### config.mk
export PLATFORM = sky130hd
export DESIGN_NAME = udi_irq_ctrl
export DESIGN_NICKNAME = d
export VERILOG_FILES = /design/src/design/udi_pkg.sv /design/src/design/udi_irq_pin.sv /design/src/design/udi_irq_ctrl.sv
export VERILOG_INCLUDE_DIRS = /design/src /design/src/design
export SDC_FILE = /design/constraint.sdc
export NUM_CORES = 1
export LEC_CHECK = 0
export BUFFER_PORTS_ARGS = -buffer_cell sky130_fd_sc_hd__buf_2
export CAP_MARGIN = 20
export CORE_MARGIN = 3
export CORE_UTILIZATION = 40
export DETAILED_ROUTE_END_ITERATION = 8
export GPL_TIMING_DRIVEN = 0
export SLEW_MARGIN = 20
export SYNTH_ARGS = -nofsm -noshare
export SYNTH_HDL_FRONTEND = slang
export SYNTH_SLANG_ARGS = --single-unit
### constraint.sdc
create_clock -name core_clk_i -period 8.6 [get_ports core_clk_i]
set_input_delay 1.72 -clock core_clk_i [delete_from_list [all_inputs] [get_ports core_clk_i]]
set_output_delay 1.72 -clock core_clk_i [all_outputs]
set_load 0.02 [all_outputs]
### src/design/udi_defs.svh
// Purpose: offsets, field positions, reset values and timing counts
// Assumes: included by bare name from the design files
// Notes: definitions only
`ifndef UDI_DEFS_SVH
`define UDI_DEFS_SVH
// register offsets on the parallel register port
`define UDI_MODE_OFS 8'h0C
`define UDI_CFG_OFS 8'h10
`define UDI_EN_OFS 8'h14
// mode register: global enable position
`define UDI_GEN_BIT 3
// configuration register fields
`define UDI_CTRL_LSB 6
`define UDI_IN_LSB 4
`define UDI_OUT_LSB 2
`define UDI_LVL_BIT 1
`define UDI_POL_BIT 0
`define UDI_CFG_RST 8'hFC
`define UDI_POLICY_BRST 6'h3F
// enable mask: implemented bits and source positions
`define UDI_EN_IMPL 32'h03FF_FD7F
`define UDI_EN_RST 32'h0000_0000
`define UDI_EP0_IN_BIT 11
`define UDI_EP0_OUT_BIT 10
`define UDI_EP1_BIT 12
`define UDI_SETUP_BIT 8
// pulse timing
`define UDI_CLK_NS 8
`define UDI_PULSE_NS 60
`define UDI_PULSE_CYC ((`UDI_PULSE_NS + `UDI_CLK_NS - 1) / `UDI_CLK_NS)
`endif

### src/design/udi_pkg.sv
// Purpose: types shared by the interrupt control files
// Assumes: nothing
// Notes: constants live in udi_defs.svh
package udi_pkg;
    // handshake kinds seen or sent by the serial engine
    typedef enum logic [1:0] {
        UDI_HS_ACK = 2'h0,
        UDI_HS_NAK = 2'h1,
        UDI_HS_STALL = 2'h2,
        UDI_HS_NYET = 2'h3
    } udi_hs_kind_t;
    // one handshake event
    typedef struct packed {
        logic valid; // one-cycle strobe
        logic [2:0] ep; // endpoint number
        logic dir_in; // 1 = in (tx), 0 = out (rx) or setup
        udi_hs_kind_t kind; // handshake kind
    } udi_hs_evt_t;
    // bus event pulses
    typedef struct packed {
        logic setup_rx;
        logic dma_change;
        logic speed_change;
        logic resume;
        logic suspend;
        logic pseudo_frame;
        logic frame_start;
        logic bus_reset;
    } udi_bus_evt_t;
    // register access request
    typedef struct packed {
        logic wr; // write strobe
        logic rd; // read strobe
        logic [7:0] addr; // byte offset
        logic [31:0] wdata; // write data
    } udi_reg_req_t;
    // pin stage states
    typedef enum logic [1:0] {
        UDI_PIN_IDLE = 2'b01,
        UDI_PIN_PULSE = 2'b10
    } udi_pin_state_t;
    // pin stage state
    typedef struct packed {
        udi_pin_state_t state;
        logic [7:0] cnt;
        logic pin;
    } udi_pin_st_t;
    // controller state
    typedef struct packed {
        logic [31:0] mask;
        logic [7:0] cfg;
        logic gen;
        logic [31:0] pend;
        logic [15:0] armed;
        logic [31:0] rdata;
        logic trig;
        logic lvl;
    } udi_ctrl_st_t;
endpackage : udi_pkg

### src/design/udi_irq_pin.sv
// Purpose: drives the interrupt pin in level or pulsed form
// Assumes: trig_i is a one-cycle pulse per interrupt
// Notes: pin output comes straight from a flip-flop
`include "udi_defs.svh"
module udi_irq_pin #(
    parameter int PULSE_CYC = `UDI_PULSE_CYC
) (
    input wire logic core_clk_i, // core clock
    input wire logic sys_rst_i, // async reset, active high
    input wire logic trig_i, // new enabled interrupt
    input wire logic lvl_i, // level request
    input wire logic pulse_sel_i, // 1 = pulsed signalling
    input wire logic pol_i, // 1 = active high
    output logic irq_o // interrupt pin
);
    // counter holds at most 255
    if (PULSE_CYC < 1 || PULSE_CYC > 255) begin : g_chk
        $error("pulse length out of range");
    end

    udi_pkg::udi_pin_st_t q, n;
    logic act;

    // next state: pulse sequencer and pin sense
    always_comb begin
        n = q;
        act = 1'b0;
        case (q.state)
            udi_pkg::UDI_PIN_IDLE: begin
                // start pulse
                if (pulse_sel_i && trig_i) begin
                    n.state = udi_pkg::UDI_PIN_PULSE;
                    n.cnt = 8'(PULSE_CYC - 1);
                end
            end
            udi_pkg::UDI_PIN_PULSE: begin
                if (q.cnt == 8'h00) begin
                    n.state = udi_pkg::UDI_PIN_IDLE;
                end else begin
                    n.cnt = q.cnt - 8'h01;
                end
            end
            default: begin
                n.state = udi_pkg::UDI_PIN_IDLE;
            end
        endcase
        // level or pulse
        act = pulse_sel_i ? (n.state == udi_pkg::UDI_PIN_PULSE) : lvl_i;
        // polarity applied
        n.pin = pol_i ? act : ~act;
    end

    // state register
    always_ff @(posedge core_clk_i or posedge sys_rst_i) begin
        if (sys_rst_i) begin
            q <= '{state: udi_pkg::UDI_PIN_IDLE, cnt: 8'h00, pin: 1'b1};
        end else begin
            q <= n;
        end
    end

    assign irq_o = q.pin;

    // pulse width check
    // cycles since a pulse was launched, zero while no pulse is watched
    logic [8:0] wid_q;
    always_ff @(posedge core_clk_i or posedge sys_rst_i) begin
        if (sys_rst_i) begin
            wid_q <= 9'h000;
        end else if (trig_i && pulse_sel_i && q.state == udi_pkg::UDI_PIN_IDLE) begin
            wid_q <= 9'h001;
        end else if (wid_q == 9'(PULSE_CYC + 1)) begin
            wid_q <= 9'h000;
        end else if (wid_q != 9'h000) begin
            wid_q <= wid_q + 9'h001;
        end
    end
endmodule // udi_irq_pin

### src/design/udi_irq_ctrl.sv
// Purpose: interrupt policy, enable mask and request logic of a usb device
// Assumes: engine events are one-cycle pulses on core_clk_i
// Notes: pending bits are cleared by pend_clr_i from the status side
//
// Notes on behaviour
// level holds output, pulse gives 60 ns
// polarity bit sets sense, kept on bus reset
// control policy selects ack, stall, nak triggers
// in policy selects ack and nak triggers
// out policy selects ack, stall, nyet, nak
// first nak only after an ack
// handshakes raise interrupts, filtered by policy
// in uses in policy, out uses out
// endpoint 0 always uses control policy
// bits 25..12 enable data endpoints
// bit 11 control in, 10 control out
// bit 8 enables setup received, 9 reserved
// bit 6 enables dma status change
// bit 5 enables speed status change
// bit 4 resume, bit 3 suspend
// bits 2..0 pseudo frame, frame, bus reset
// global enable off blocks every source
// bus reset clears mask except bit 0
// processor writes zeros to bits 31..26
// mask is 32 bits, rw, reset zero
// global enable mode bit 3, kept
// output active when enabled source pending
`include "udi_defs.svh"
module udi_irq_ctrl #(
    parameter int PULSE_CYC = `UDI_PULSE_CYC
) (
    input wire logic core_clk_i, // 125 MHz core clock
    input wire logic sys_rst_i, // async reset, active high
    input wire udi_pkg::udi_reg_req_t reg_req_i, // register access
    output logic [31:0] reg_rdata_o, // read data, one cycle after read
    input wire udi_pkg::udi_hs_evt_t hs_evt_i, // handshake event
    input wire udi_pkg::udi_bus_evt_t bus_evt_i, // bus event pulses
    input wire logic [31:0] pend_clr_i, // clear pending bits
    output logic [31:0] pend_o, // pending sources
    output logic irq_o // interrupt pin
);
    // pin stage counts fit in eight bits
    if (PULSE_CYC < 1 || PULSE_CYC > 255) begin : g_chk
        $error("pulse length out of range");
    end

    udi_pkg::udi_ctrl_st_t q, n; // state and next state
    logic [31:0] set_v; // sources raised this cycle

    // mask position of a handshake source
    function automatic logic [4:0] src_bit(input logic [2:0] ep, input logic dir_in);
        logic [4:0] b;
        b = 5'd0;
        if (ep == 3'd0) begin
            // control in and out bits
            b = dir_in ? 5'(`UDI_EP0_IN_BIT) : 5'(`UDI_EP0_OUT_BIT);
        end else begin
            // tx above rx
            b = 5'(`UDI_EP1_BIT) + {1'b0, ep - 3'd1, dir_in};
        end
        return b;
    endfunction

    // policy filter for one handshake
    function automatic logic hs_pass(input logic [1:0] pol, input udi_pkg::udi_hs_kind_t k,
                                     input logic stall_ok, input logic nyet_ok,
                                     input logic armed);
        logic r;
        r = 1'b0;
        case (k)
            udi_pkg::UDI_HS_ACK: r = 1'b1;
            udi_pkg::UDI_HS_STALL: r = stall_ok;
            udi_pkg::UDI_HS_NYET: r = nyet_ok;
            udi_pkg::UDI_HS_NAK: begin
                // first nak only
                if (pol[1]) begin
                    r = armed;
                end else begin
                    r = (pol == 2'b00);
                end
            end
            default: r = 1'b0;
        endcase
        return r;
    endfunction

    // next state
    always_comb begin
        logic [1:0] pol;
        logic stall_ok;
        logic nyet_ok;
        logic [3:0] idx;
        logic [31:0] rd;
        n = q;
        pol = 2'b00;
        stall_ok = 1'b0;
        nyet_ok = 1'b0;
        idx = {hs_evt_i.ep, hs_evt_i.dir_in};
        rd = 32'h0000_0000;
        set_v = 32'h0000_0000;

        // endpoint 0 control policy
        if (hs_evt_i.ep == 3'd0) begin
            // control triggers
            pol = q.cfg[`UDI_CTRL_LSB +: 2];
            stall_ok = 1'b1;
        end else if (hs_evt_i.dir_in) begin
            // in triggers, R8 tx side
            pol = q.cfg[`UDI_IN_LSB +: 2];
        end else begin
            // out triggers, R8 rx side
            pol = q.cfg[`UDI_OUT_LSB +: 2];
            stall_ok = 1'b1;
            nyet_ok = 1'b1;
        end

        // handshake raises source
        if (hs_evt_i.valid) begin
            if (hs_pass(pol, hs_evt_i.kind, stall_ok, nyet_ok, q.armed[idx])) begin
                set_v[src_bit(hs_evt_i.ep, hs_evt_i.dir_in)] = 1'b1;
            end
            // ack rearms first nak
            if (hs_evt_i.kind == udi_pkg::UDI_HS_ACK) begin
                n.armed[idx] = 1'b1;
            end else if (hs_evt_i.kind == udi_pkg::UDI_HS_NAK) begin
                n.armed[idx] = 1'b0;
            end
        end

        // setup received source
        set_v[`UDI_SETUP_BIT] = bus_evt_i.setup_rx;
        // R14: R15: R16: bus sources
        set_v[6:0] = {bus_evt_i.dma_change, bus_evt_i.speed_change, bus_evt_i.resume,
                      bus_evt_i.suspend, bus_evt_i.pseudo_frame, bus_evt_i.frame_start,
                      bus_evt_i.bus_reset};

        // pending: set wins over clear
        n.pend = ((q.pend & ~pend_clr_i) | set_v) & `UDI_EN_IMPL;

        // register writes
        if (reg_req_i.wr) begin
            case (reg_req_i.addr)
                `UDI_MODE_OFS: begin
                    // global enable write
                    n.gen = reg_req_i.wdata[`UDI_GEN_BIT];
                end
                `UDI_CFG_OFS: begin
                    n.cfg = reg_req_i.wdata[7:0];
                end
                `UDI_EN_OFS: begin
                    // R19: reserved bits dropped
                    n.mask = reg_req_i.wdata & `UDI_EN_IMPL;
                end
                default: begin
                    // unmapped write ignored
                end
            endcase
        end

        // bus reset clears mask
        if (bus_evt_i.bus_reset) begin
            n.mask = {31'h0000_0000, n.mask[0]};
            // polarity and mode kept, policies back to 11
            n.cfg[7:2] = `UDI_POLICY_BRST;
        end

        // register reads
        case (reg_req_i.addr)
            `UDI_MODE_OFS: rd[`UDI_GEN_BIT] = q.gen;
            `UDI_CFG_OFS: rd[7:0] = q.cfg;
            `UDI_EN_OFS: rd = q.mask;
            default: rd = 32'h0000_0000;
        endcase
        if (reg_req_i.rd) begin
            n.rdata = rd;
        end

        // global gate, R1 pulse per new interrupt
        n.trig = q.gen && ((set_v & q.mask) != 32'h0000_0000);
        // level request
        n.lvl = n.gen && ((n.pend & n.mask) != 32'h0000_0000);
    end

    // state register
    always_ff @(posedge core_clk_i or posedge sys_rst_i) begin
        if (sys_rst_i) begin
            q <= '{mask: `UDI_EN_RST, cfg: `UDI_CFG_RST, gen: 1'b0,
                   pend: 32'h0000_0000, armed: 16'h0000, rdata: 32'h0000_0000,
                   trig: 1'b0, lvl: 1'b0};
        end else begin
            q <= n;
        end
    end

    assign reg_rdata_o = q.rdata;
    assign pend_o = q.pend;

    // R2: pin stage
    udi_irq_pin #(
        .PULSE_CYC(PULSE_CYC)
    ) u_pin (
        .core_clk_i(core_clk_i),
        .sys_rst_i(sys_rst_i),
        .trig_i(q.trig),
        .lvl_i(q.lvl),
        .pulse_sel_i(q.cfg[`UDI_LVL_BIT]),
        .pol_i(q.cfg[`UDI_POL_BIT]),
        .irq_o(irq_o)
    );
endmodule // udi_irq_ctrl

==> results.py, run 1 <==
metrics = {
    "sta": {
        "worst_slew_pin_slew_ns": 0.989,
        "layout_min_cycle_time_ns": 4.77,
        "drv_slew": 0,
        "max_freq_mhz": 210,
        "max_slew_margin_pct": 33.5,
        "fin_crit_sh_pct": 55.5,
        "setup_tns_ns": 0,
        "setup_violations": 0,
        "rsz0062_at_grt": "false",
        "clock_skew_ns": 0.00644,
        "finalHoldViolCount": 0,
    },
    "critical_path": {
        "timing.rr.start": "u_pin.q[9]",
        "path_cells": "buf_2, clkbuf_1, inv_1, ha_1, ha_1, nor4_1, inv_1, nor3_1, o41a_1, o41ai_2, a21boi_1",
        "critPathLaunch": "hs_evt_i[3]",
        "worst-path-max-fanout": 10,
        "worstReg2RegEnd": "u_pin.q[6]",
        "cp_slowest_cell": "nor4_1",
        "ff2ff_setup_slack_ns": 6.02,
        "path_depth": 11,
        "worst_setup_path_start_kind": "input port",
        "reg2reg_depth": 9,
        "path_class": "in2reg",
        "cp_num_buf_inv": 4,
        "cp-endpoint": "q[0]",
        "cp_slowest_stage_delay_ns": 0.88,
        "required_ns": 8.88,
        "critPathTopFamily": "simple AND/OR/NAND/NOR gates",
        "worstSetupEndpointType": "register",
        "arrival_ns": 5.05,
    },
    "yosys": {
        "synth_cell_type_count": 69,
        "synth_top_cell_by_area": "dfrtp_1",
        "synth-compound-area-share_pct": 15.1,
        "synth_simple_gate_area_share_pct": 17.2,
        "synthAdderAreaFrac_pct": 1.40,
        "synth_edf_count": 0,
        "yosysTopAreaCellShare_pct": 41.3,
        "yosysWarningCount": 0,
        "synthXorXnorAreaFrac_pct": 0.842,
        "netlist_area_mm2": 0.00624,
        "synthCells": 664,
        "syn_avg_cell_area_um2": 9.40,
        "synth.ff_latch_count": 111,
        "synth.area.top_cells": "dfrtp_1 41%, buf_4 7.7%, nand2_1 5.1%",
        "ys_seq_area_share_pct": 44.7,
        "synth.mux.area_fraction_pct": 8.18,
        "synthFlopType": "dfrtp_1",
        "synth_top_family_by_area": "simple AND/OR/NAND/NOR gates",
        "synth-async-reset-ratio_pct": 100,
    },
    "clock_network": {
        "post_cts.repair.setup_buffers": 0,
        "cts_tree": "yes",
        "ctsHoldBuffers": 0,
        "clk_path_buf_depth": 2,
        "clock-root-buffer": "clkbuf_16",
        "cts_buffers": 9,
        "cts.sinks": 111,
        "htree_levels": 3,
        "path_clk_slew_ns": 0.07,
        "cts_resized": 0,
        "clk_latency_ns": 0.36,
    },
    "drt": {
        "vias_per_cell": 5.20,
        "remaining_drc_errors": 0,
        "wl_per_cell_um": 18.0,
        "routed_wl_mm": 18.5,
        "drtAntennaViolNets": 0,
        "drtPass1Iterations": 5,
        "num_vias": 5333,
        "drt-initial-drc-count": 382,
    },
    "floorplanning": {
        "num_io_pins": 156,
        "fp.dieW_um": 131,
        "rows": 45,
        "core_area_mm2": 0.0153,
        "die_y_um": 131,
        "start_util_pct": 40.9,
        "die-area_mm2": 0.0171,
    },
    "global_routing": {
        "overflow": 0,
        "grt_pass1_vias": 5168,
        "grt.total_usage_pct": 21.8,
        "grt_max_degree": 73,
        "grt_pass1_wl_mm": 28.4,
        "antenna_found_initial": 0,
    },
    "final_layout": {
        "syn_to_final_growth_pct": 19.5,
        "mostFrequentLayoutCell": "buf_2",
        "n_fill_cell": 1502,
        "stdcell_count": 1025,
        "drive_gt1_share_pct": 30.6,
        "diodes": 0,
        "layout_common_cells": "121 x buf_2, 103 x dfrtp_1, 84 x nand2_1",
        "fin_nets": 907,
    },
    "run": {
        "drv_cap": 0,
    },
    "pwr": {
        "power.leakage_uw": 0.00353,
        "p_seq_share_pct": 48.3,
        "ir_worst_vdd_mv": 0.102,
        "pwr-share-clk_pct": 33.1,
        "power.share.switching_pct": 29.2,
        "power_frac_comb_pct": 18.7,
        "p_sw_uw": 349,
        "p_per_area_mw_per_mm2": 160,
        "intPower_uw": 846,
    },
    "outcome": {
        "status": "complete, no violations",
    },
    "place": {
        "routabilityCongestion": 0.936,
        "dp.cells": 1009,
        "dp_hpwl_mm": 14.7,
        "port_buffers": 119,
    },
    "worst_hold_path": {
        "hold_class": "reg2reg",
    },
}
## worst reg2reg max path, stage by stage (launching register included)
cell and delay (ns):
dfstp_2 0.55, inv_1 0.05, ha_1 0.18, clkbuf_1 0.18
a41oi_1 0.30, nand2_1 0.24, or4_1 0.50, nor3_1 0.24
xnor2_1 0.16, nor2_1 0.06
## per-layer routing
| layer | up-vias | global-route usage [%] | wire length (um) | part of all wire (%) |
|---|---|---|---|---|
| met4 | 0 | 7.80 | 380 | 2.1 |
| li1 | 2544 | - | - | - |
| met2 | 195 | 35.9 | 8930 | 48 |
| met3 | 25 | 2.72 | 1120 | 6.0 |
| met1 | 2569 | 29.6 | 8030 | 44 |
| met5 | - | 0 | 0 | 0 |
## kinds of logic after synthesis
logic type | Yosys count
compound gates | 140
xor+xnor | 6
fa+ha+maj | 7
buf+inv | 138
flops | 111
mux | 43
other cells | 1
simple gates | 218
## registers in the layout, indices dropped and copies added (netlist names)
signal       count
pend_o          24
u_pin.q         10
q               51
u_pin.irq_o      1
reg_rdata_o     25
## how the worst min path moves through the flow
stage | from | to | depth (start not counted)
final | q[83] | u_pin.irq_o | 1
after global routing | q[83] | u_pin.irq_o | 1
after CTS | q[83] | u_pin.irq_o | 1
after detailed placement | q[83] | u_pin.irq_o | 1
after global placement | q[83] | u_pin.irq_o | 1
after floorplan | q[83] | u_pin.irq_o | 1
## Yosys cell counts, drive strengths merged, types with 5 or more instances
cell type and instances:
buf 69, a222oi 5, o21ai 34, nand4 8
inv 46, a31oi 7, a221oi 5, nor4 7
clkbuf 23, nand2 84, nand2b 10, dfrtp 103
nand3 21, nor3 11, mux2i 15, a21oi 28
mux2 24, nor2b 12, o31ai 7, dfstp 8
o22ai 12, nor2 38, ha 7, a21o 6
## power by group through the flow
stage          logic, uW  registers (uW)  clock network [uW]
3_3_place_gp         214             584                   0
4_1_cts              224             577                 405
2_1_floorplan        153             581                   0
5_1_grt              248             581                 427
6_report             223             577                 395
3_5_place_dp         223             587                   0
## final cells by class
cell class | instances | area [um^2] | area share [%]
clock buffers | 11 | 243 | 3.26
well taps | 211 | 264 | 3.54
repair buffers | 120 | 623 | 8.36
clock inverters | 5 | 31.3 | 0.419
flip-flops and latches | 111 | 2790 | 37.4
inverters | 46 | 178 | 2.38
plain buffers | 92 | 607 | 8.14
multi-input cells | 429 | 2720 | 36.5
## per-stage QoR
stage	hold slack, ns	power (uW)	instance area, um^2	setup WS, ns	utilization, %
2_1_floorplan	0.419	734	6290	3.96	-
3_3_place_gp	0.453	798	7150	2.69	46.9
3_5_place_dp	0.469	810	7180	3.52	47.1
4_1_cts	0.469	1210	7460	3.88	48.9
5_1_grt	0.499	1260	7460	3.47	48.9
6_report	0.469	1200	7460	3.83	48.9
(Power assumes the default switching activity.)
==> inputs of run 2 (changes only) <==
- ABC_AREA: default -> 1
- clock period: 8.6 -> 4.8 ns (I/O delays scaled with it)
==> results.py, run 2 <==
metrics = {
    "pwr": {
        "power.leakage_uw": 0.00402,
        "p_per_area_mw_per_mm2": 319,
        "ir_worst_vdd_mv": 0.221,
    },
    "final_layout": {
        "largest_reg_flops": 51,
        "regMostFlops": "q",
        "drive_gt1_share_pct": 26.3,
        "fin_nets": 1022,
        "layout_common_cells": "201 x nand2_1, 128 x buf_2, 106 x inv_1",
        "diodes": 0,
        "syn_to_final_growth_pct": 20.3,
        "mostFrequentLayoutCell": "nand2_1",
        "stdcell_count": 1113,
    },
    "yosys": {
        "synth_edf_count": 0,
        "synth_top_cell_by_area": "dfrtp_1",
        "netlist_area_mm2": 0.00610,
        "synth.area.top_cells": "dfrtp_1 42%, nand2_1 12%, buf_4 8.0%",
        "synth_cell_type_count": 40,
        "yosysWarningCount": 0,
        "ys_seq_area_share_pct": 45.7,
        "synthFlopType": "dfrtp_1",
        "syn_avg_cell_area_um2": 7.87,
        "synthCells": 775,
        "synth_commonest_cells": "201 x nand2_1, 107 x inv_1, 103 x dfrtp_1",
        "yosysTopAreaCellShare_pct": 42.3,
        "synth.most_common_cell": "nand2_1",
        "synth.ff_latch_count": 111,
        "synth-async-reset-ratio_pct": 100,
    },
    "clock_network": {
        "clk_path_buf_depth": 2,
        "htree_levels": 3,
        "cts.sinks": 111,
        "cts_buffers": 9,
        "cts_tree": "yes",
        "cts_resized": 0,
        "clock-root-buffer": "clkbuf_16",
        "ctsHoldBuffers": 0,
        "path_clk_slew_ns": 0.08,
        "clk_latency_ns": 0.36,
        "post_cts.repair.setup_buffers": 0,
    },
    "floorplanning": {
        "fp.dieW_um": 129,
        "core_area_mm2": 0.0147,
        "rows": 44,
        "start_util_pct": 41.5,
        "die_y_um": 129,
        "num_io_pins": 156,
        "die-area_mm2": 0.0168,
    },
    "sta": {
        "max_slew_margin_pct": 50.0,
        "finalHoldViolCount": 0,
        "fin_crit_sh_pct": 69.1,
        "drv_slew": 0,
        "setup_tns_ns": 0,
        "rsz0062_at_grt": "false",
        "clock_skew_ns": 0.00756,
        "worst_slew_pin_slew_ns": 0.744,
        "max_freq_mhz": 301,
        "layout_min_cycle_time_ns": 3.32,
        "worst_slack_ns": 1.48,
        "setup_violations": 0,
    },
    "drt": {
        "drtPass1Iterations": 5,
        "drt-initial-drc-count": 422,
        "num_vias": 5346,
        "routed_wl_mm": 16.2,
        "wl_per_cell_um": 14.6,
        "remaining_drc_errors": 0,
        "drtAntennaViolNets": 0,
        "vias_per_cell": 4.80,
    },
    "critical_path": {
        "worstReg2RegEnd": "u_pin.q[8]",
        "reg2reg_depth": 10,
        "required_ns": 5.10,
        "worst-path-max-fanout": 9,
        "arrival_ns": 3.61,
        "timing.rr.start": "u_pin.q[9]",
        "worstSetupEndpointType": "register",
        "worst_setup_path_start_kind": "input port",
        "ff2ff_setup_slack_ns": 2.47,
        "path_class": "in2reg",
    },
    "place": {
        "dp_hpwl_mm": 12.5,
        "port_buffers": 123,
        "dp.cells": 1097,
        "preCtsSetupSlack_ns": 1.17,
        "routabilityCongestion": 0.856,
    },
    "global_routing": {
        "antenna_found_initial": 0,
        "grt_max_degree": 60,
        "overflow": 0,
        "grt_pass1_vias": 4927,
        "grt.total_usage_pct": 19.6,
        "grt_pass1_wl_mm": 25.6,
    },
    "outcome": {
        "status": "complete, no violations",
    },
    "worst_hold_path": {
        "holdPathStages": 2,
        "hp-start": "reg_rdata_o[2]",
        "hold_class": "reg2reg",
        "hold_end": "reg_rdata_o[2]",
    },
    "run": {
        "drv_cap": 0,
    },
}
-- run 2: kinds of logic after synthesis --
| kind of cell | share of synthesized area, % |
|---|---|
| xor+xnor | 0.575 |
| fa+ha+maj | 1.44 |
| other cells | 0.0615 |
| compound gates | 12.8 |
| simple gates | 22.7 |
| flops | 45.7 |
| buf+inv | 16.7 |
-- run 2: layer usage --
layer / up-vias / track usage (%) / routed length [um]
met5: - / 0 / 0
met4: 0 / 3.61 / 132
met3: 12 / 4.45 / 909
met2: 146 / 30.6 / 7390
met1: 2485 / 28.5 / 7790
li1: 2703 / - / -
-- run 2: power by group --
group	total [uW]	switching, uW	internal (uW)
Sequential	1060	41.9	1010
Combinational	503	321	183
Clock	779	357	422
Total	2340	720	1620
-- run 2: stage by stage --
stage / area [um^2] / util (%) / hold slack (ns) / power, uW
detailed placement: 7030 / 47.8 / 0.471 / 1580
global placement: 7000 / 47.6 / 0.468 / 1570
global route: 7340 / 49.9 / 0.511 / 2480
CTS: 7340 / 49.9 / 0.490 / 2360
floorplan: 6150 / - / 0.450 / 1440
finish: 7340 / 49.9 / 0.487 / 2340
-- run 2: cell type report --
| class | instances | area (um^2) |
|---|---|---|
| fillers | 1489 | 7360 |
| clock inverters | 6 | 70.1 |
| flip-flops and latches | 111 | 2790 |
| plain buffers | 86 | 603 |
| repair buffers | 124 | 643 |
| inverters | 110 | 418 |
| multi-input cells | 482 | 2350 |
| well taps | 184 | 230 |
| clock buffers | 10 | 239 |
-- run 2: worst max path at each step --
stage / end / from / slack [ns] / cells after the start
6_report: q[0] / hs_evt_i[3] / 1.48 / 17
3_3_place_gp: reg_rdata_o[15] / sys_rst_i / -0.54 / 2
5_1_grt: q[0] / hs_evt_i[3] / 1.28 / 17
2_1_floorplan: pend_o[0] / sys_rst_i / 0.92 / 1
4_1_cts: q[0] / hs_evt_i[3] / 1.53 / 17
3_5_place_dp: q[0] / hs_evt_i[3] / 1.17 / 17
-- run 2: worst max-delay path, cell delays in order --
cell     delay, ns
buf_2         0.20
inv_1         0.18
ha_1          0.39
ha_1          0.23
nor2_1        0.15
nand3_1       0.11
nor2_1        0.32
inv_1         0.10
nor3_1        0.29
nand2_1       0.11
o21ai_0       0.18
nand2_1       0.09
nand2_1       0.07
nor2_1        0.05
nand2_1       0.06
nor2_1        0.05
nor2_1        0.07
